File: src/accc_pkg.sv
// package for converter channel and config control
package accc_pkg;
    localparam logic [7:0] OFF_FIRST_STATUS_CONTROL = 8'h00;
    localparam logic [7:0] OFF_SC1B = 8'h04;
    localparam logic [7:0] OFF_CONVERTER_CONFIG_ONE = 8'h08;
    localparam logic [7:0] OFF_AUX = 8'h0C;
    localparam logic [7:0] OFF_STAT = 8'h10;
    localparam int DONE_BIT = 7;
    localparam int IEN_BIT = 6;
    localparam int PAIRED_INPUT_SELECT_BIT = 5;
    localparam logic [7:0] SC_RESET = 8'h1F;
    localparam logic [7:0] CFG_RESET = 8'h00;
    localparam logic [4:0] CODE_OFF = 5'h1F;
    localparam logic [4:0] CODE_LAST_PAIR = 5'h03;
    localparam logic [4:0] CODE_LAST_SE = 5'h17;
    localparam logic [4:0] CODE_TEMP = 5'h1A;
    localparam logic [4:0] CODE_BGAP = 5'h1B;
    localparam logic [4:0] CODE_VRH = 5'h1D;
    localparam logic [4:0] CODE_VRL = 5'h1E;
    localparam logic [5:0] SAMPLE_SHORT = 6'h04;
    localparam logic [5:0] LS_TOTAL_0 = 6'h18;
    localparam logic [5:0] LS_TOTAL_1 = 6'h10;
    localparam logic [5:0] LS_TOTAL_2 = 6'h0A;
    localparam logic [5:0] LS_TOTAL_3 = 6'h06;
    localparam logic [4:0] BITS_SE_0 = 5'h08;
    localparam logic [4:0] BITS_SE_1 = 5'h0C;
    localparam logic [4:0] BITS_SE_2 = 5'h0A;
    localparam logic [4:0] BITS_16 = 5'h10;
    localparam logic [4:0] BITS_DF_0 = 5'h09;
    localparam logic [4:0] BITS_DF_1 = 5'h0D;
    localparam logic [4:0] BITS_DF_2 = 5'h0B;
    localparam logic [4:0] PAIRED_INPUT_SELECT_EXTRA = 5'h04;
    localparam logic [7:0] ASYNC_START = 8'h05;
    typedef struct packed {
        logic done;
        logic irq_en;
        logic paired_input_select;
        logic [4:0] chan;
    } accc_sc_type;
    typedef struct packed {
        logic low_power;
        logic [1:0] div;
        logic long_sample;
        logic [1:0] mode;
        logic [1:0] clk_src;
    } accc_cfg_type;
    typedef struct packed {
        logic [4:0] chan;
        logic paired_input_select;
        logic reserved;
        logic powered;
    } accc_mux_type;
endpackage : accc_pkg

File: src/accc_ctrl.sv
// converter channel, config and sequencing control with apb registers
// Function
// - done flag set per conversion when compare and averaging off
// - with compare on, done flag set only if compare true
// - with averaging on, done flag set after selected count finishes
// - calibration end sets done flag of first control register
// - writing control register or reading its result clears done flag
// - interrupt asserted when done sets with its enable high
// - paired select uses differential inputs and longer conversion
// - codes 0 to 3 pick pair plus pin or whole pair
// - codes 4 to 23 single-ended only; 24,25,28 always reserved
// - code 26 temperature sensor, 27 bandgap, either mode
// - 29 high reference or negation, 30 low reference single only
// - code 31 powers off, isolates input, starts no conversion
// - without continuous mode, power down after conversion ends
// - low power bit trades clock speed for power
// - divide field divides input clock by 1, 2, 4 or 8
// - sample bit picks short or long sample, length field extends
// - resolution codes map 8,12,10,16 or 9,13,11,16 bits
// - clock source field picks clock that feeds the divider
// - async clock runs only during conversions and calibration unless output enabled
// - status control bits 31 to 8 read zero
// - source codes are bus, half bus, alternate, async clocks
// - long sample lengths 24, 16, 10, 6 cycles total
// - write to first register starts conversion unless code all ones or hardware trigger selected; here only when idle, a write mid-conversion starts none
// - write to controlling register aborts its conversion
//
// Chosen here: the APB register port.
module accc_ctrl
    import accc_pkg::*;
#(
    parameter int CYCLES_PER_BIT = 1
) (
    input wire logic sys_clk,
    input wire logic sys_rst,
    input wire logic psel,
    input wire logic penable,
    input wire logic pwrite,
    input wire logic [7:0] paddr,
    input wire logic [31:0] pwdata,
    output logic [31:0] prdata,
    output logic pready,
    output logic pslverr,
    input wire logic alt_clk_tick,
    input wire logic async_clk_tick,
    input wire logic hw_trigger,
    input wire logic hw_trigger_sel,
    input wire logic compare_true,
    output logic done_irq,
    output accc_mux_type mux_ctrl,
    output logic converter_clock,
    output logic async_clock_run,
    output logic sample_phase,
    output logic [4:0] result_bits,
    output logic low_power_out
);
    initial begin
        if (CYCLES_PER_BIT < 1) $error("CYCLES_PER_BIT must be positive");
    end

    typedef enum {ST_IDLE, ST_WAKE, ST_SAMPLE, ST_CONVERT, ST_CAL} accc_st_type;

    accc_sc_type sc_reg [2];
    accc_cfg_type cfg_reg;
    logic cont_reg, cmp_en_reg, avg_en_reg, async_oe_reg;
    logic [1:0] avg_sel_reg, ls_len_reg;
    logic cal_reg;
    accc_st_type st_reg;
    logic active_reg;
    logic [7:0] cnt_reg;
    logic [5:0] avg_cnt_reg;
    logic [2:0] div_reg;
    logic half_reg;
    logic tick_reg;

    wire logic acc = psel && penable;
    wire logic wr = acc && pwrite;
    wire logic rd = acc && !pwrite;
    wire logic wr_sc0 = wr && paddr == OFF_FIRST_STATUS_CONTROL;
    wire logic wr_sc1 = wr && paddr == OFF_SC1B;
    wire logic rd_res0 = rd && paddr == OFF_STAT;
    wire logic rd_res1 = rd && paddr == 8'h14;
    wire logic mapped = paddr == OFF_FIRST_STATUS_CONTROL || paddr == OFF_SC1B
        || paddr == OFF_CONVERTER_CONFIG_ONE || paddr == OFF_AUX || paddr == OFF_STAT
        || paddr == 8'h14;

    // selected clock source tick, then divider
    logic src_tick;
    always_comb begin
        case (cfg_reg.clk_src)
            2'b00: src_tick = 1'b1;
            2'b01: src_tick = half_reg;
            2'b10: src_tick = alt_clk_tick;
            default: src_tick = async_clk_tick && async_clock_run;
        endcase
    end

    always_ff @(posedge sys_clk) begin
        if (sys_rst) begin
            half_reg <= 1'b0;
        end else if (st_reg == ST_IDLE) begin
            half_reg <= 1'b0;
        end else begin
            half_reg <= !half_reg;
        end
    end

    logic [2:0] div_max;
    always_comb begin
        case (cfg_reg.div)
            2'b00: div_max = 3'h0;
            2'b01: div_max = 3'h1;
            2'b10: div_max = 3'h3;
            default: div_max = 3'h7;
        endcase
    end

    always_ff @(posedge sys_clk) begin
        if (sys_rst) begin
            div_reg <= 3'h0;
            tick_reg <= 1'b0;
            converter_clock <= 1'b0;
        end else if (st_reg == ST_IDLE) begin
            div_reg <= 3'h0;
            tick_reg <= 1'b0;
        end else begin
            tick_reg <= 1'b0;
            if (src_tick) begin
                if (div_reg >= div_max) begin
                    div_reg <= 3'h0;
                    tick_reg <= 1'b1;
                    converter_clock <= !converter_clock;
                end else begin
                    div_reg <= div_reg + 3'h1;
                end
            end
        end
    end

    // sample length and conversion length
    logic [5:0] sample_len;
    always_comb begin
        if (!cfg_reg.long_sample) begin
            sample_len = SAMPLE_SHORT;
        end else begin
            case (ls_len_reg)
                2'b00: sample_len = LS_TOTAL_0;
                2'b01: sample_len = LS_TOTAL_1;
                2'b10: sample_len = LS_TOTAL_2;
                default: sample_len = LS_TOTAL_3;
            endcase
        end
    end

    logic act_idx;
    accc_sc_type act_sc;
    logic [4:0] bits;
    always_comb begin
        act_idx = active_reg;
        act_sc = sc_reg[active_reg];
        case (cfg_reg.mode)
            2'b00: bits = act_sc.paired_input_select ? BITS_DF_0 : BITS_SE_0;
            2'b01: bits = act_sc.paired_input_select ? BITS_DF_1 : BITS_SE_1;
            2'b10: bits = act_sc.paired_input_select ? BITS_DF_2 : BITS_SE_2;
            default: bits = BITS_16;
        endcase
    end

    // differential conversions take extra cycles
    logic [7:0] conv_len;
    always_comb begin
        conv_len = 8'(bits) * 8'(CYCLES_PER_BIT);
        if (act_sc.paired_input_select) begin
            conv_len = conv_len + 8'(PAIRED_INPUT_SELECT_EXTRA);
        end
    end

    function automatic logic reserved_code(input accc_sc_type s);
        logic r;
        r = s.chan == 5'h18 || s.chan == 5'h19 || s.chan == 5'h1C;
        if (s.paired_input_select && s.chan > CODE_LAST_PAIR && s.chan <= CODE_LAST_SE) begin
            r = 1'b1;
        end
        if (s.paired_input_select && s.chan == CODE_VRL) begin
            r = 1'b1;
        end
        return r;
    endfunction : reserved_code

    logic avg_target_hit;
    always_comb begin
        case (avg_sel_reg)
            2'b00: avg_target_hit = avg_cnt_reg == 6'h03;
            2'b01: avg_target_hit = avg_cnt_reg == 6'h07;
            2'b10: avg_target_hit = avg_cnt_reg == 6'h0F;
            default: avg_target_hit = avg_cnt_reg == 6'h1F;
        endcase
    end

    wire logic sw_start = wr_sc0 && !hw_trigger_sel
        && pwdata[4:0] != CODE_OFF;
    wire logic hw_start = hw_trigger && hw_trigger_sel
        && sc_reg[1].chan != CODE_OFF;
    wire logic abort = (wr_sc0 && active_reg == 1'b0 || wr_sc1 && active_reg)
        && st_reg != ST_IDLE && st_reg != ST_CAL;
    wire logic conv_end = st_reg == ST_CONVERT && tick_reg
        && cnt_reg == 8'h01;
    wire logic avg_done = !avg_en_reg || avg_target_hit;
    wire logic set_done = conv_end && avg_done
        && (!cmp_en_reg || compare_true);
    wire logic cal_end = st_reg == ST_CAL && tick_reg && cnt_reg == 8'h01;

    // conversion sequencer
    always_ff @(posedge sys_clk) begin
        if (sys_rst) begin
            st_reg <= ST_IDLE;
            cnt_reg <= 8'h00;
            active_reg <= 1'b0;
            avg_cnt_reg <= 6'h00;
        end else begin
            case (st_reg)
                ST_IDLE: begin
                    avg_cnt_reg <= 6'h00;
                    if (cal_reg) begin
                        st_reg <= ST_CAL;
                        cnt_reg <= 8'h40;
                    end else if (sw_start || hw_start) begin
                        active_reg <= sw_start ? 1'b0 : 1'b1;
                        st_reg <= ST_WAKE;
                        cnt_reg <= ASYNC_START;
                    end
                end
                ST_WAKE: begin
                    if (abort) begin
                        st_reg <= ST_IDLE;
                    end else if (cfg_reg.clk_src != 2'b11 || async_oe_reg
                        || cnt_reg == 8'h00) begin
                        st_reg <= ST_SAMPLE;
                        cnt_reg <= {2'b00, sample_len};
                    end else if (tick_reg || async_clk_tick) begin
                        cnt_reg <= cnt_reg - 8'h01;
                    end
                end
                ST_SAMPLE: begin
                    if (abort) begin
                        st_reg <= ST_IDLE;
                    end else if (tick_reg) begin
                        if (cnt_reg == 8'h01) begin
                            st_reg <= ST_CONVERT;
                            cnt_reg <= conv_len;
                        end else begin
                            cnt_reg <= cnt_reg - 8'h01;
                        end
                    end
                end
                ST_CONVERT: begin
                    if (abort || act_sc.chan == CODE_OFF) begin
                        st_reg <= ST_IDLE;
                    end else if (tick_reg) begin
                        if (cnt_reg == 8'h01) begin
                            avg_cnt_reg <= avg_done ? 6'h00
                                : avg_cnt_reg + 6'h01;
                            if (!avg_done || cont_reg) begin
                                st_reg <= ST_SAMPLE;
                                cnt_reg <= {2'b00, sample_len};
                            end else begin
                                st_reg <= ST_IDLE;
                            end
                        end else begin
                            cnt_reg <= cnt_reg - 8'h01;
                        end
                    end
                end
                ST_CAL: begin
                    if (tick_reg) begin
                        if (cnt_reg == 8'h01) begin
                            st_reg <= ST_IDLE;
                        end else begin
                            cnt_reg <= cnt_reg - 8'h01;
                        end
                    end
                end
                default: st_reg <= ST_IDLE;
            endcase
        end
    end

    // status and control registers, set wins over clear
    genvar gi;
    generate
        for (gi = 0; gi < 2; gi++) begin : g_sc
            wire logic wr_me = gi == 0 ? wr_sc0 : wr_sc1;
            wire logic rd_me = gi == 0 ? rd_res0 : rd_res1;
            wire logic set_me = set_done && act_idx == gi
                || gi == 0 && cal_end;
            always_ff @(posedge sys_clk) begin
                if (sys_rst) begin
                    sc_reg[gi] <= accc_sc_type'(SC_RESET[7:0]);
                end else begin
                    if (wr_me) begin
                        sc_reg[gi].irq_en <= pwdata[IEN_BIT];
                        sc_reg[gi].paired_input_select <= pwdata[PAIRED_INPUT_SELECT_BIT];
                        sc_reg[gi].chan <= pwdata[4:0];
                    end
                    if (set_me) begin
                        sc_reg[gi].done <= 1'b1;
                    end else if (wr_me || rd_me) begin
                        sc_reg[gi].done <= 1'b0;
                    end
                end
            end
        end
    endgenerate

    // configuration and auxiliary register
    always_ff @(posedge sys_clk) begin
        if (sys_rst) begin
            cfg_reg <= accc_cfg_type'(CFG_RESET);
            cont_reg <= 1'b0;
            cmp_en_reg <= 1'b0;
            avg_en_reg <= 1'b0;
            avg_sel_reg <= 2'b00;
            ls_len_reg <= 2'b00;
            async_oe_reg <= 1'b0;
        end else begin
            if (wr && paddr == OFF_CONVERTER_CONFIG_ONE) begin
                cfg_reg <= accc_cfg_type'(pwdata[7:0]);
            end
            if (wr && paddr == OFF_AUX) begin
                cont_reg <= pwdata[0];
                cmp_en_reg <= pwdata[1];
                avg_en_reg <= pwdata[2];
                avg_sel_reg <= pwdata[4:3];
                ls_len_reg <= pwdata[6:5];
                async_oe_reg <= pwdata[7];
            end
        end
    end

    // calibration request, self-clearing once started
    always_ff @(posedge sys_clk) begin
        if (sys_rst) begin
            cal_reg <= 1'b0;
        end else if (wr && paddr == OFF_AUX && pwdata[8]) begin
            cal_reg <= 1'b1;
        end else if (st_reg == ST_CAL) begin
            cal_reg <= 1'b0;
        end
    end

    // apb slave, zero wait states
    always_ff @(posedge sys_clk) begin
        if (sys_rst) begin
            prdata <= 32'h0000_0000;
            pready <= 1'b0;
            pslverr <= 1'b0;
        end else begin
            pready <= psel && !penable;
            pslverr <= psel && !penable && !mapped;
            prdata <= 32'h0000_0000;
            if (psel && !penable && !pwrite) begin
                case (paddr)
                    OFF_FIRST_STATUS_CONTROL: prdata <= {24'h00_0000, sc_reg[0]};
                    OFF_SC1B: prdata <= {24'h00_0000, sc_reg[1]};
                    OFF_CONVERTER_CONFIG_ONE: prdata <= {24'h00_0000, cfg_reg};
                    OFF_AUX: prdata <= {23'h00_0000, cal_reg, async_oe_reg,
                        ls_len_reg, avg_sel_reg, avg_en_reg, cmp_en_reg,
                        cont_reg};
                    OFF_STAT: prdata <= {26'h000_0000, st_reg == ST_CAL,
                        active_reg, st_reg != ST_IDLE, 3'h0};
                    default: prdata <= 32'h0000_0000;
                endcase
            end
        end
    end

    // mux, power and interrupt outputs
    always_ff @(posedge sys_clk) begin
        if (sys_rst) begin
            mux_ctrl <= '{chan: CODE_OFF, paired_input_select: 1'b0, reserved: 1'b0,
                powered: 1'b0};
            done_irq <= 1'b0;
            async_clock_run <= 1'b0;
            sample_phase <= 1'b0;
            result_bits <= BITS_SE_0;
            low_power_out <= 1'b0;
        end else begin
            mux_ctrl.chan <= act_sc.chan;
            mux_ctrl.paired_input_select <= act_sc.paired_input_select;
            mux_ctrl.reserved <= reserved_code(act_sc);
            mux_ctrl.powered <= st_reg != ST_IDLE && st_reg != ST_CAL
                && act_sc.chan != CODE_OFF;
            done_irq <= sc_reg[0].done && sc_reg[0].irq_en
                || sc_reg[1].done && sc_reg[1].irq_en;
            async_clock_run <= async_oe_reg || cfg_reg.clk_src == 2'b11
                && (sw_start || hw_start || st_reg != ST_IDLE);
            sample_phase <= st_reg == ST_SAMPLE;
            result_bits <= bits;
            low_power_out <= cfg_reg.low_power;
        end
    end
endmodule : accc_ctrl

File: config.mk
export PLATFORM = sky130hd
export DESIGN_NAME = accc_ctrl
export DESIGN_NICKNAME = d
export VERILOG_FILES = /design/src/accc_pkg.sv /design/src/accc_ctrl.sv
export SDC_FILE = /design/constraint.sdc
export NUM_CORES = 1
export LEC_CHECK = 0
export ABC_CLOCK_PERIOD_IN_PS = 2200
export BUFFER_PORTS_ARGS = -buffer_cell sky130_fd_sc_hd__buf_2
export CAP_MARGIN = 15
export CORE_MARGIN = 10
export CORE_UTILIZATION = 55
export CTS_CLUSTER_DIAMETER = 120
export DETAILED_ROUTE_END_ITERATION = 10
export PLACE_DENSITY_LB_ADDON = 0.08
export SLEW_MARGIN = 40
export SYNTH_ARGS = -nofsm -noshare
export SYNTH_HDL_FRONTEND = slang
export SYNTH_SLANG_ARGS = --single-unit
File: constraint.sdc
create_clock -name sys_clk -period 2.2 [get_ports sys_clk]
set_input_delay 0.11 -clock sys_clk [delete_from_list [all_inputs] [get_ports sys_clk]]
set_output_delay 0.11 -clock sys_clk [all_outputs]
set_load 0.01 [all_outputs]
==> out/metrics.csv <==
stage;metric;value;unit
run_status;outcome;completed;
synth;register bit total from synthesis;86;
grt;initial antenna violation count;0;
critical_path;FF-to-FF Start;cnt_reg[1];
critical_path;Data required, critical path;2.50;ns
place;Setup WS pre-CTS;0.0287;ns
drt;Avg WL per Cell;17.8;um
cts;Clock Path Buffers;2;
sta;Setup TNS;0;ns
sta;Hold WS;0.00246;ns
synth;Yosys cell types;69;
sta;f_max;0.477;GHz
pwr;worst vdd ir;0.000500;V
synth;ys async rst share;0;%
synth;ys flop type;dfxtp_1;
synth;Post-synth EDFFs;16;
place;GPL Wtd Cong;0.898;
synth;YS warnings;0;
floorplan;CORE AREA;8180;sq um
critical_path;nature of the critical path endpoint;flop;
sta;clk_skew;0.0163;ns
critical_path;Worst Path Arrival;2.40;ns
drt;Vias per Instance;5.76;
sta;final hold violations;0;
hold_path;Hold Startpoint;pwdata[6];
floorplan;Initial Util;56.2;%
critical_path;R2R Setup Slk;0.10;ns
synth;register area share after synthesis;41.0;%
synth;Yosys top cell by area;dfxtp_1;
drt;final wirelength;13.0;mm
grt;largest net degree at the start of global routing;30;
floorplan;# IOs;102;
pwr;Leakage;0.00229;uW
drt;Final ANT Viol Nets;0;
cts;CTS root buffer;clkbuf_8;
sta;Slew HR;65.8;%
floorplan;die area;12400;sq um
critical_path;CP Launch Type;flop;
cts;TritonCTS clock tree;built;
sta;ratio of final minimum period to clock period;95.3;%
pwr;Pwr per Cell Area;910;nW/um^2
sta;Final setup viols;0;
run;max_cap viols;0;
sta;worst setup margin;0.104;ns
sta;RSZ-0062 raised after global routing;no;
drt;DRC violation count after routing;0;
sta;max-slew violation count;0;
hold_path;WHS Path Cells;3;
drt;initial detailed-routing violation count;280;
layout;share of cells above drive strength 1;26.3;%
layout;n_diodes;0;
place;Port Buffers;55;
layout;# nets final;680;
grt;grt total ovfl;0;
drt;vias after detailed routing;4214;
floorplan;site row count;33;
cts;clk slew on worst S/H paths;0.10;ns
synth;mapped cell area;4590;sq um
cts;total CTS buffers;9;
grt;All-Layer GR Usage;20.1;%
synth;top-count cell post-synth;dfxtp_1;
synth;top cells by count, synth;70 x dfxtp_1, 67 x nor2_1, 52 x nand2_1;
critical_path;worst r2r dst;cnt_reg[0];
synth;share of the synthesized area in the top cell type;30.5;%
layout;Final Cell Area;5500;sq um
grt;first-pass GRT wire length;21.0;mm
critical_path;cell depth of the worst flop-to-flop path;11;
critical_path;crit path max fanout;8;
hold_path;hold path endpoint;ls_len_reg[1];
floorplan;Die W;111;um
place;Detail Placement HPWL;9.86;mm
synth;Syn Inst Count;526;
synth;synthesized area per cell;8.73;sq um
synth;largest cells by area after synthesis;dfxtp_1 31%, edfxtp_1 10%, nor2_1 5.5%;
floorplan;DIE HEIGHT;111;um
pwr;Pwr Total;5010;uW
hold_path;Hold Path Class;in -> reg;
layout;max reg flops;16;
grt;vias in the first global route;4049;
layout;Layout area overhead;19.8;%
critical_path;crit path kind;reg -> reg;
cts;later-pin clock latency in the skew report;0.38;ns
cts;CTS H-tree depth;3;
sta;actual slew at the worst max-slew pin;0.510;ns
sta;crit path time final;2.10;ns
place;area post-placement;5130;sq um
cts;Sink Count;86;
drt;router iterations before antenna repair;6;
cells in the final DEF (no fill, tap or decap), types with 8 or more instances in the layout:
cell type	count
buf_2	56
o21ai_0	20
and3_1	10
nor3_1	12
nand3_1	16
mux2i_1	21
or2_2	11
nand2b_1	11
nor2_1	67
mux2_2	8
clkbuf_8	9
buf_4	45
nand2_1	52
dfxtp_1	67
a22oi_1	8
inv_1	18
a21oi_1	26
edfxtp_1	16
conb_1	23
final cells by class:
cell class              instances  area (sq um)
clock buffers                   9           124
clock inverters                 7          73.8
fillers                       692          2670
inverters                      19          71.3
multi-input cells             400          2520
flip-flops and latches         86          1890
well taps                     105           131
repair buffers                106           694
critical path: stages, from the launching register on:
cell and delay, ns:
dfxtp_2 0.36, inv_2 0.04, ha_2 0.17, nor3b_2 0.16, nand2_1 0.13, buf_6 0.13
a31oi_4 0.09, a2111oi_4 0.34, o211ai_4 0.17, buf_12 0.17, buf_4 0.13, a211oi_2 0.15
kinds of logic (layout without fill, tap and decap cells):
logic type | Yosys count | after routing | share of synthesized area, %
mux | 29 | 29 | 6.54
other cells | 1 | 23 | 0.0816
xor+xnor | 6 | 6 | 1.14
simple gates | 221 | 221 | 24.2
fa+ha+maj | 8 | 8 | 2.18
flops | 86 | 86 | 41.0
compound gates | 113 | 113 | 17.6
buf+inv | 62 | 141 | 7.30
report_power, final:
group,internal (uW),switching (uW)
Clock,448,673
Sequential,1740,149
Combinational,919,1080
Total,3110,1900
through the flow:
stage | util [%] | std cells
after floorplan | - | 548
after global placement | 62.8 | 707
after detailed placement | 62.8 | 707
after CTS | 65.5 | 725
after global routing | 67.3 | 732
final | 67.3 | 732
per-layer routing:
metal / vias to the layer above / global-route usage [%] / share of wire [%]
li1: 2030 / - / -
met1: 2005 / 27.3 / 45
met2: 157 / 31.1 / 45
met3: 22 / 5.15 / 7.6
met4: 0 / 5.31 / 1.8
met5: - / 0 / 0
timing repair:
action                                 4_1_cts  5_1_grt
hold buffers                                 2        0
endpoints found under the hold margin        3        0
setup buffers                                0        5
resized for setup                            0       19
setup endpoints to repair                    0       13
how the worst max path moves through the flow:
| stage | from | end | slack (ns) | cells past startpoint |
|---|---|---|---|---|
| floorplan | cnt_reg[5] | cnt_reg[2] | 0.22 | 8 |
| global placement | sc_reg[1][0] | cnt_reg[7] | 0.09 | 7 |
| detailed placement | st_reg[1] | cnt_reg[1] | 0.03 | 7 |
| CTS | cnt_reg[0] | cnt_reg[1] | 0.002 | 7 |
| global route | st_reg[2] | cnt_reg[5] | 0.001 | 7 |
| finish | cnt_reg[1] | cnt_reg[0] | 0.10 | 11 |
Note: power is estimated with default switching activity, not from simulation.
